===== src/rtl/icn_pkg.sv =====
/*
 * Shared constants and carrier types for the interrupt controller with
 * input change notification.
 * Assumes a 16-bit register port with one-cycle read latency.
 */
package icn_pkg;

    localparam int NSRC = 16;
    localparam int NPIN = 16;
    localparam logic [7:0] VEC_BASE = 8'h08;

    // ----------------------------------------------------------------
    // Register offsets
    // ----------------------------------------------------------------
    localparam logic [7:0] OFF_FLAG      = 8'h00;
    localparam logic [7:0] OFF_ENABLE    = 8'h01;
    localparam logic [7:0] OFF_PRIO0     = 8'h02;
    localparam logic [7:0] OFF_PRIO3     = 8'h05;
    localparam logic [7:0] OFF_PEND      = 8'h06;
    localparam logic [7:0] OFF_CPU_STAT  = 8'h07;
    localparam logic [7:0] OFF_CORE_CTRL = 8'h08;
    localparam logic [7:0] OFF_CTRL_ONE  = 8'h09;
    localparam logic [7:0] OFF_CTRL_TWO  = 8'h0a;
    localparam logic [7:0] OFF_CTRL_THR  = 8'h0b;
    localparam logic [7:0] OFF_CTRL_FOUR = 8'h0c;
    localparam logic [7:0] OFF_FLAG_CLR  = 8'h0d;
    localparam logic [7:0] OFF_CN_CTRL   = 8'h10;
    localparam logic [7:0] OFF_CN_EN0    = 8'h11;
    localparam logic [7:0] OFF_CN_EN1    = 8'h12;
    localparam logic [7:0] OFF_CN_STAT   = 8'h13;
    localparam logic [7:0] OFF_CN_FLAG   = 8'h14;
    localparam logic [7:0] OFF_PIN_DIR   = 8'h15;
    localparam logic [7:0] OFF_PIN_STATE = 8'h16;

    // ----------------------------------------------------------------
    // Field positions and masks
    // ----------------------------------------------------------------
    localparam int IPL_LSB       = 5;
    localparam int PRIO_MSB_BIT  = 3;
    localparam int NEST_DIS_BIT  = 15;
    localparam int GIE_BIT       = 15;
    localparam int EXT_POL_BIT   = 0;
    localparam int AUX_PLL_BIT   = 8;
    localparam int LOOP_STK_BIT  = 4;
    localparam int SOFT_HARD_TRAP_FLAG_BIT      = 0;
    localparam int CN_ON_BIT     = 15;
    localparam int CN_STYLE_BIT  = 11;
    localparam logic [15:0] PRIO_MASK = 16'h7777;
    localparam logic [15:0] TRAP_MASK = 16'h007e;

    // ----------------------------------------------------------------
    // Reset values
    // ----------------------------------------------------------------
    localparam logic [15:0] RST_ZERO = 16'h0000;
    localparam logic [15:0] RST_PRIO = 16'h4444;
    localparam logic [2:0]  RST_IPL  = 3'h0;

    typedef struct packed {
        logic [7:0]  addr;
        logic [15:0] wdata;
        logic        wr;
        logic        rd;
    } icn_bus_s;

    typedef struct packed {
        logic [7:0] vector;
        logic [3:0] level;
    } icn_vec_s;

endpackage : icn_pkg


===== src/rtl/icn_ctrl.sv =====
/*
 * Interrupt controller with port input change notification.
 * Assumes one clock mclk, synchronous srst, inputs synchronous to mclk,
 * and one-cycle strobes from the register master.
 */
// The implementer's own choices: strobed register access and the register offsets.
`timescale 1ns/1ps
module icn_ctrl (
    input  wire logic             mclk,
    input  wire logic             srst,
    input  wire icn_pkg::icn_bus_s busReq,
    output logic [15:0]           rdata,
    input  wire logic             extIntZero,
    input  wire logic [13:0]      periphReq,
    input  wire logic [5:0]       trapReq,
    input  wire logic             auxPllFail,
    input  wire logic             loopStackOvf,
    input  wire logic             softTrap,
    input  wire logic [15:0]      pins,
    output icn_pkg::icn_vec_s     pendOut,
    output logic                  nestDisable,
    output logic                  cpuIrq
);

    // ----------------------------------------------------------------
    // Helpers
    // ----------------------------------------------------------------
    function automatic logic [2:0] srcPrio(input logic [63:0] all,
                                           input int idx);
        srcPrio = all[idx*4 +: 3];
    endfunction : srcPrio

    function automatic logic wrAt(input icn_pkg::icn_bus_s b,
                                  input logic [7:0] off);
        wrAt = b.wr && (b.addr == off);
    endfunction : wrAt

    logic [15:0] flag_reg;
    logic [15:0] enable_reg;
    logic [63:0] prio_reg;
    icn_pkg::icn_vec_s pend_reg;
    logic [2:0]  ipl_reg;
    logic [15:0] ctrlOne_reg;
    logic [15:0] ctrlTwo_reg;
    logic [15:0] ctrlThr_reg;
    logic [15:0] ctrlFour_reg;
    logic [15:0] cnCtrl_reg;
    logic [15:0] cnEn0_reg;
    logic [15:0] cnEn1_reg;
    logic [15:0] cnStat_reg;
    logic [15:0] cnFlag_reg;
    logic [15:0] pinDir_reg;
    logic [15:0] lastRead_reg;
    logic [15:0] pinPrev_reg;
    logic        extPrev_reg;
    logic [15:0] rdata_reg;

    logic [15:0] flagSet;
    logic [15:0] reqVec;
    logic [3:0]  curLevel;
    logic        prioMsb;
    logic        extEdge;
    logic [15:0] cnRise;
    logic [15:0] cnFall;
    logic [15:0] cnSel;
    logic        cnNew;
    logic        cnOn;
    logic        pinRead;
    logic [3:0]  bestIdx;
    logic [3:0]  bestLvl;
    logic        anyReq;

    // ----------------------------------------------------------------
    // Source requests and flags
    // ----------------------------------------------------------------
    assign extEdge = ctrlTwo_reg[icn_pkg::EXT_POL_BIT]
                   ? (extPrev_reg && !extIntZero)
                   : (!extPrev_reg && extIntZero);
    assign flagSet = {periphReq, cnNew, extEdge};

    always_ff @(posedge mclk) begin
        if (srst) begin
            extPrev_reg <= 1'b0;
        end else begin
            extPrev_reg <= extIntZero;
        end
    end

    always_ff @(posedge mclk) begin
        if (srst) begin
            flag_reg <= icn_pkg::RST_ZERO;
        end else if (wrAt(busReq, icn_pkg::OFF_FLAG_CLR)) begin
            flag_reg <= (flag_reg & ~busReq.wdata) | flagSet;
        end else begin
            flag_reg <= flag_reg | flagSet;
        end
    end

    always_ff @(posedge mclk) begin
        if (srst) begin
            enable_reg <= icn_pkg::RST_ZERO;
        end else if (wrAt(busReq, icn_pkg::OFF_ENABLE)) begin
            enable_reg <= busReq.wdata;
        end
    end

    always_ff @(posedge mclk) begin
        if (srst) begin
            prio_reg <= {4{icn_pkg::RST_PRIO}};
        end else begin
            for (int k = 0; k < 4; k++) begin
                if (wrAt(busReq, icn_pkg::OFF_PRIO0 + 8'(k))) begin
                    prio_reg[k*16 +: 16] <=
                        busReq.wdata & icn_pkg::PRIO_MASK;
                end
            end
        end
    end

    // ----------------------------------------------------------------
    // CPU level and trap control
    // ----------------------------------------------------------------
    always_ff @(posedge mclk) begin
        if (srst) begin
            ipl_reg <= icn_pkg::RST_IPL;
        end else if (wrAt(busReq, icn_pkg::OFF_CPU_STAT)) begin
            ipl_reg <= busReq.wdata[icn_pkg::IPL_LSB +: 3];
        end
    end

    always_ff @(posedge mclk) begin
        if (srst) begin
            ctrlOne_reg <= icn_pkg::RST_ZERO;
        end else if (wrAt(busReq, icn_pkg::OFF_CTRL_ONE)) begin
            ctrlOne_reg <= (busReq.wdata &
                            (icn_pkg::TRAP_MASK | 16'h8000))
                         | {9'h000, trapReq, 1'b0};
        end else begin
            ctrlOne_reg <= ctrlOne_reg | {9'h000, trapReq, 1'b0};
        end
    end

    always_ff @(posedge mclk) begin
        if (srst) begin
            ctrlTwo_reg <= icn_pkg::RST_ZERO;
        end else if (wrAt(busReq, icn_pkg::OFF_CTRL_TWO)) begin
            ctrlTwo_reg <= busReq.wdata & 16'h8001;
        end
    end

    always_ff @(posedge mclk) begin
        if (srst) begin
            ctrlThr_reg  <= icn_pkg::RST_ZERO;
            ctrlFour_reg <= icn_pkg::RST_ZERO;
        end else begin
            if (wrAt(busReq, icn_pkg::OFF_CTRL_THR)) begin
                ctrlThr_reg <= (busReq.wdata & 16'h0110)
                             | {7'h00, auxPllFail, 3'h0,
                                loopStackOvf, 4'h0};
            end else begin
                ctrlThr_reg <= ctrlThr_reg
                             | {7'h00, auxPllFail, 3'h0,
                                loopStackOvf, 4'h0};
            end
            if (wrAt(busReq, icn_pkg::OFF_CTRL_FOUR)) begin
                ctrlFour_reg <= (busReq.wdata & 16'h0001)
                              | {15'h0000, softTrap};
            end else begin
                ctrlFour_reg <= ctrlFour_reg | {15'h0000, softTrap};
            end
        end
    end

    assign prioMsb  = |(ctrlOne_reg & icn_pkg::TRAP_MASK)
                    | ctrlThr_reg[icn_pkg::AUX_PLL_BIT]
                    | ctrlThr_reg[icn_pkg::LOOP_STK_BIT]
                    | ctrlFour_reg[icn_pkg::SOFT_HARD_TRAP_FLAG_BIT];
    assign curLevel = {prioMsb, ipl_reg};
    assign nestDisable = ctrlOne_reg[icn_pkg::NEST_DIS_BIT];

    // ----------------------------------------------------------------
    // Arbitration
    // ----------------------------------------------------------------
    always_comb begin
        reqVec  = '0;
        bestIdx = 4'h0;
        bestLvl = 4'h0;
        anyReq  = 1'b0;
        for (int i = 0; i < icn_pkg::NSRC; i++) begin
            reqVec[i] = flag_reg[i] && enable_reg[i]
                      && ctrlTwo_reg[icn_pkg::GIE_BIT]
                      && ({1'b0, srcPrio(prio_reg, i)} > curLevel);
            if (reqVec[i] && ({1'b0, srcPrio(prio_reg, i)} > bestLvl)) begin
                bestIdx = 4'(i);
                bestLvl = {1'b0, srcPrio(prio_reg, i)};
                anyReq  = 1'b1;
            end
        end
    end

    assign cpuIrq = anyReq;

    always_ff @(posedge mclk) begin
        if (srst) begin
            pend_reg <= '0;
        end else if (anyReq) begin
            pend_reg.vector <= icn_pkg::VEC_BASE + {4'h0, bestIdx};
            pend_reg.level  <= bestLvl;
        end
    end

    assign pendOut = pend_reg;

    // ----------------------------------------------------------------
    // Change notification
    // ----------------------------------------------------------------
    assign cnOn    = cnCtrl_reg[icn_pkg::CN_ON_BIT];
    assign pinRead = busReq.rd && (busReq.addr == icn_pkg::OFF_PIN_STATE);
    assign cnRise  = pins & ~pinPrev_reg;
    assign cnFall  = ~pins & pinPrev_reg;

    always_comb begin
        if (cnCtrl_reg[icn_pkg::CN_STYLE_BIT]) begin
            cnSel = (cnEn0_reg & ~cnEn1_reg & cnRise)
                  | (~cnEn0_reg & cnEn1_reg & cnFall)
                  | (cnEn0_reg & cnEn1_reg & (cnRise | cnFall));
        end else begin
            cnSel = cnEn0_reg & (pins ^ lastRead_reg);
        end
        cnSel = cnSel & pinDir_reg & {16{cnOn}};
    end

    assign cnNew = |(cnSel & ~cnFlag_reg);

    always_ff @(posedge mclk) begin
        if (srst) begin
            pinPrev_reg  <= icn_pkg::RST_ZERO;
            lastRead_reg <= icn_pkg::RST_ZERO;
        end else begin
            pinPrev_reg <= pins;
            if (pinRead) begin
                lastRead_reg <= pins;
            end
        end
    end

    always_ff @(posedge mclk) begin
        if (srst) begin
            cnStat_reg <= icn_pkg::RST_ZERO;
        end else begin
            cnStat_reg <= (pinRead ? icn_pkg::RST_ZERO : cnStat_reg)
                        | ((pins ^ pinPrev_reg) & {16{cnOn}});
        end
    end

    always_ff @(posedge mclk) begin
        if (srst) begin
            cnFlag_reg <= icn_pkg::RST_ZERO;
        end else if (wrAt(busReq, icn_pkg::OFF_CN_FLAG)) begin
            cnFlag_reg <= (cnFlag_reg & ~busReq.wdata) | cnSel;
        end else begin
            cnFlag_reg <= cnFlag_reg | cnSel;
        end
    end

    always_ff @(posedge mclk) begin
        if (srst) begin
            cnCtrl_reg <= icn_pkg::RST_ZERO;
            cnEn0_reg  <= icn_pkg::RST_ZERO;
            cnEn1_reg  <= icn_pkg::RST_ZERO;
            pinDir_reg <= 16'hffff;
        end else begin
            if (wrAt(busReq, icn_pkg::OFF_CN_CTRL)) begin
                cnCtrl_reg <= busReq.wdata & 16'h8800;
            end
            if (wrAt(busReq, icn_pkg::OFF_CN_EN0)) begin
                cnEn0_reg <= busReq.wdata;
            end
            if (wrAt(busReq, icn_pkg::OFF_CN_EN1)) begin
                cnEn1_reg <= busReq.wdata;
            end
            if (wrAt(busReq, icn_pkg::OFF_PIN_DIR)) begin
                pinDir_reg <= busReq.wdata;
            end
        end
    end

    // ----------------------------------------------------------------
    // Read port
    // ----------------------------------------------------------------
    always_ff @(posedge mclk) begin
        if (srst) begin
            rdata_reg <= icn_pkg::RST_ZERO;
        end else if (!busReq.rd) begin
            rdata_reg <= icn_pkg::RST_ZERO;
        end else if (busReq.addr == icn_pkg::OFF_FLAG) begin
            rdata_reg <= flag_reg;
        end else if (busReq.addr == icn_pkg::OFF_ENABLE) begin
            rdata_reg <= enable_reg;
        end else if (busReq.addr >= icn_pkg::OFF_PRIO0
                     && busReq.addr <= icn_pkg::OFF_PRIO3) begin
            rdata_reg <= prio_reg[(busReq.addr[1:0] ^ 2'h2)*16 +: 16];
        end else if (busReq.addr == icn_pkg::OFF_PEND) begin
            rdata_reg <= {4'h0, pend_reg.level, pend_reg.vector};
        end else if (busReq.addr == icn_pkg::OFF_CPU_STAT) begin
            rdata_reg <= {8'h00, ipl_reg, 5'h00};
        end else if (busReq.addr == icn_pkg::OFF_CORE_CTRL) begin
            rdata_reg <= {12'h000, prioMsb, 3'h0};
        end else if (busReq.addr == icn_pkg::OFF_CTRL_ONE) begin
            rdata_reg <= ctrlOne_reg;
        end else if (busReq.addr == icn_pkg::OFF_CTRL_TWO) begin
            rdata_reg <= ctrlTwo_reg;
        end else if (busReq.addr == icn_pkg::OFF_CTRL_THR) begin
            rdata_reg <= ctrlThr_reg;
        end else if (busReq.addr == icn_pkg::OFF_CTRL_FOUR) begin
            rdata_reg <= ctrlFour_reg;
        end else if (busReq.addr == icn_pkg::OFF_CN_CTRL) begin
            rdata_reg <= cnCtrl_reg;
        end else if (busReq.addr == icn_pkg::OFF_CN_EN0) begin
            rdata_reg <= cnEn0_reg;
        end else if (busReq.addr == icn_pkg::OFF_CN_EN1) begin
            rdata_reg <= cnEn1_reg;
        end else if (busReq.addr == icn_pkg::OFF_CN_STAT) begin
            rdata_reg <= cnStat_reg;
        end else if (busReq.addr == icn_pkg::OFF_CN_FLAG) begin
            rdata_reg <= cnFlag_reg;
        end else if (busReq.addr == icn_pkg::OFF_PIN_DIR) begin
            rdata_reg <= pinDir_reg;
        end else if (busReq.addr == icn_pkg::OFF_PIN_STATE) begin
            rdata_reg <= pins;
        end else begin
            rdata_reg <= icn_pkg::RST_ZERO;
        end
    end

    assign rdata = rdata_reg;
endmodule : icn_ctrl


===== config.mk =====
export PLATFORM = sky130hd
export DESIGN_NAME = icn_ctrl
export DESIGN_NICKNAME = d
export VERILOG_FILES = /design/src/rtl/icn_pkg.sv /design/src/rtl/icn_ctrl.sv
export SDC_FILE = /design/constraint.sdc
export NUM_CORES = 1
export LEC_CHECK = 0
export BUFFER_PORTS_ARGS = -buffer_cell sky130_fd_sc_hd__buf_2
export CORE_ASPECT_RATIO = 0.8
export CORE_MARGIN = 2
export CORE_UTILIZATION = 45
export CTS_CLUSTER_DIAMETER = 80
export DETAILED_ROUTE_END_ITERATION = 16
export PLACE_DENSITY = 0.73
export SYNTH_ARGS = -nofsm -noshare
export SYNTH_HDL_FRONTEND = slang
export SYNTH_SLANG_ARGS = --single-unit

===== constraint.sdc =====
create_clock -name mclk -period 25.3 [get_ports mclk]
set_input_delay 3.795 -clock mclk [delete_from_list [all_inputs] [get_ports mclk]]
set_output_delay 3.795 -clock mclk [all_outputs]
set_load 0.005 [all_outputs]

==> flow_results.xml <==
<?xml version="1.0" encoding="UTF-8"?>
<metrics>
  <group name="finish">
    <metric name="nNetsFinal" unit="">2170</metric>
    <metric name="largest_reg_flops" unit="">48</metric>
    <metric name="stdcell_count" unit="">2415</metric>
    <metric name="layout.cells.most_common_list" unit="">346 x nand2_1, 230 x dfxtp_1, 198 x a21oi_1, 121 x nor2_1, 110 x ha_1</metric>
    <metric name="final_area" unit="mm^2">0.0174</metric>
    <metric name="syn2layout_area_growth" unit="%">20.3</metric>
    <metric name="post_route_cells_drive_above_1_share" unit="%">19.8</metric>
    <metric name="layout_commonest_cell" unit="">nand2_1</metric>
    <metric name="count_of_antenna_diodes_in_the_layout" unit="">0</metric>
  </group>
  <group name="timing">
    <metric name="tightest_slew" unit="ns">1.27</metric>
    <metric name="post-route-period-util" unit="%">99.4</metric>
    <metric name="hold_vio_cnt_final" unit="">0</metric>
    <metric name="worst_clock_skew_on_the_final_layout" unit="ns">0.0149</metric>
    <metric name="max_clock_freq" unit="MHz">39.8</metric>
    <metric name="min_period" unit="ns">25.16</metric>
    <metric name="final.hold.worst_slack" unit="ns">0.472</metric>
    <metric name="postLayoutSetupSlackWorst" unit="ns">0.144</metric>
    <metric name="finalSetupViolations" unit="">0</metric>
    <metric name="timing_max_transition_violations_final" unit="">0</metric>
    <metric name="slew-limit-headroom" unit="%">15.4</metric>
  </group>
  <group name="routing">
    <metric name="vias_per_cell" unit="">6.37</metric>
    <metric name="total_routed_wirelength" unit="um">55400</metric>
    <metric name="antenna_left" unit="">0</metric>
    <metric name="wl_per_cell" unit="um">22.9</metric>
    <metric name="drtPass1Iterations" unit="">6</metric>
    <metric name="drtIter0Drc" unit="">2015</metric>
    <metric name="drc_errors" unit="">0</metric>
    <metric name="routed-via-count" unit="">15400</metric>
  </group>
  <group name="cts">
    <metric name="post_cts_hold_buffer_count" unit="">0</metric>
    <metric name="cts_inserted_buffers" unit="">24</metric>
    <metric name="clock_tree.root_cell" unit="">clkbuf_16</metric>
    <metric name="clock_tree.htree_level_count" unit="">1</metric>
    <metric name="clock_tree_sinks" unit="">234</metric>
    <metric name="clk_transition_reported_paths" unit="ns">0.07</metric>
    <metric name="clock_tree.buffer_depth" unit="">3</metric>
    <metric name="worstSkewPairLatency" unit="ns">0.53</metric>
    <metric name="tritoncts" unit="">done</metric>
  </group>
  <group name="critical_path">
    <metric name="critical_path_class" unit="">flip-flop to output port</metric>
    <metric name="worstPathRequired" unit="ns">21.50</metric>
    <metric name="critPathMaxStageDelay" unit="ns">0.43</metric>
    <metric name="r2r-start" unit="">ctrlFour_reg[0]</metric>
    <metric name="crit_path_start_kind" unit="">flip-flop</metric>
    <metric name="cpMaxStageDelayCell" unit="">or3_4</metric>
    <metric name="path_common_cell" unit="">ha_1</metric>
    <metric name="reg2regPathDepth" unit="">111</metric>
    <metric name="element_type_at_the_critical_path_end" unit="">output port</metric>
    <metric name="path_max_fanout" unit="">8</metric>
    <metric name="crit_arrival" unit="ns">21.36</metric>
    <metric name="critPathLaunch" unit="">ctrlFour_reg[0]</metric>
  </group>
  <group name="pwr">
    <metric name="leakage" unit="nW">6.60</metric>
    <metric name="worst_ir_drop_vdd" unit="uV">55.5</metric>
    <metric name="powerDensity" unit="mW/mm^2">46.2</metric>
  </group>
  <group name="logic_synthesis">
    <metric name="yosys.area.top_type_share" unit="%">32.4</metric>
    <metric name="synth-seq-area-share" unit="%">32.4</metric>
    <metric name="ys_warn_count" unit="">0</metric>
    <metric name="yosys_register_bits" unit="">234</metric>
    <metric name="yosysUniqueCellTypes" unit="">76</metric>
    <metric name="syn_area_per_cell" unit="um^2">7.78</metric>
    <metric name="synth_edf_count" unit="">0</metric>
    <metric name="synth_flop_cell" unit="">dfxtp_1</metric>
    <metric name="async_reset_ff_share" unit="%">0</metric>
    <metric name="synth_top_cell_by_area" unit="">dfxtp_1</metric>
    <metric name="synth_area" unit="mm^2">0.0145</metric>
    <metric name="ys_top_cells_by_area" unit="">dfxtp_1 32%, ha_1 11%, nand2_1 9.2%</metric>
    <metric name="postSynthCellCount" unit="">1859</metric>
  </group>
  <group name="placement">
    <metric name="place.detailed.hpwl" unit="um">38300</metric>
    <metric name="numPortBuffers" unit="">93</metric>
    <metric name="finalWeightedCongestion" unit="">0.999</metric>
    <metric name="preCtsSetupSlack" unit="ns">-0.629</metric>
    <metric name="dpl-instance-area" unit="mm^2">0.0155</metric>
    <metric name="placed_cells" unit="">2325</metric>
  </group>
  <group name="worst_hold_path">
    <metric name="hold_path_class" unit="">flip-flop to flip-flop</metric>
    <metric name="hold_depth" unit="">2</metric>
    <metric name="worstHoldStart" unit="">ipl_reg[1]</metric>
  </group>
  <group name="die">
    <metric name="core.rowCount" unit="">58</metric>
    <metric name="dieWidth" unit="um">204</metric>
    <metric name="fp.dieArea" unit="mm^2">0.0336</metric>
    <metric name="floorplan.initialDensity" unit="%">45.8</metric>
    <metric name="die_h" unit="um">164</metric>
    <metric name="core_area" unit="mm^2">0.0316</metric>
    <metric name="io-pin-count" unit="">98</metric>
  </group>
  <group name="global_route">
    <metric name="grt_most_used_layer" unit="">met2</metric>
    <metric name="first_pass_grt_wire_length" unit="um">81400</metric>
    <metric name="grt.met1_usage" unit="%">45.0</metric>
    <metric name="use_met3" unit="%">7.97</metric>
    <metric name="grt_pass1_vias" unit="">14000</metric>
    <metric name="overflow" unit="">0</metric>
    <metric name="initial_antenna_violation_count" unit="">0</metric>
    <metric name="pin_count_of_the_biggest_net_entering_global_routing" unit="">115</metric>
    <metric name="grt_use_total" unit="%">31.4</metric>
    <metric name="globalRouteMet2Util" unit="%">46.2</metric>
  </group>
  <group name="flow_run">
    <metric name="drv.max_cap_violation_count" unit="">0</metric>
  </group>
  <group name="run_status">
    <metric name="run_status" unit="">completed</metric>
  </group>
</metrics>
## Yosys cell counts (15+ instances only)
master / count
a31oi_1: 27
o22ai_1: 25
nor2_1: 133
nand2_1: 353
a22o_1: 22
nor3_1: 16
xor2_1: 16
dfxtp_1: 234
nand3_1: 88
o211ai_1: 20
nand3b_1: 19
nand4_1: 15
a21oi_1: 212
ha_1: 124
nor2b_1: 32
clkbuf_1: 87
nand4b_1: 19
a22oi_1: 29
mux2i_1: 53
inv_1: 84
a221oi_1: 17
o21ai_0: 58
## final cells by class
type                            instances  area (um^2)
Sequential cell                       234         4690
Clock buffer                           37          771
Fill cell                            2883        14200
Multi-Input combinational cell       1436         9760
Inverter                               85          319
Timing Repair Buffer                  197         1270
Clock inverter                          6         63.8
Tap cell                              420          526
## per-stage QoR
step / TNS (ns) / power (mW) / util (%)
detailed placement: -0.629 / 0.434 / 49.1
floorplan: 0 / 0.412 / -
CTS: 0 / 0.803 / 52.6
finish: 0 / 0.804 / 55.1
global placement: 0 / 0.433 / 49.1
global route: -0.620 / 0.823 / 55.1
## path summary, 6_finish.rpt
kind                                    to  slack, ns
worst max-delay path                cpuIrq       0.14
worst max register to register  pendOut[2]       3.93
worst min-delay path            ipl_reg[1]       0.47
worst min register to register  ipl_reg[1]       0.47
## power breakdown
part	internal, mW	total [mW]	switching [mW]
combinational	0.0156	0.0508	0.0351
clock	0.220	0.375	0.155
sequential	0.373	0.378	0.00525
## per-layer routing
layer / vias up / share of wire [%]
li1: 6890 / -
met1: 7301 / 42
met2: 1034 / 42
met3: 155 / 13
met4: 0 / 3.5
met5: - / 0
## critical path: cells and delay by family (launching register included)
family	cells	cell delay, ns
adder cells (fa/ha/maj)	15	4.22
AND/OR/NAND/NOR	54	8.98
flip-flops	1	0.36
buffers and inverters	9	0.87
AO/OA/AOI/OAI	30	5.46
multiplexers	3	0.88
## kinds of logic (layout without fill, tap and decap cells)
logic type	Yosys count	in the layout	synth area share (%)
and+or+nand+nor	744	744	23.8
xor gates and xnor gates	17	17	1.03
other	1	4	0.0259
DFF	234	234	32.4
AOI/OAI and AO/OA	471	471	20.3
buffers and inverters	192	325	5.17
adders and majority gates	124	124	10.7
muxes	76	76	6.55
## repair_timing
action / in CTS / in global routing
setup buffers: 15 / 32
gates resized for setup: 36 / 124
setup endpoints to repair: 1 / 1
pin swaps: 9 / 66
Power figures use the tool's default switching activity.
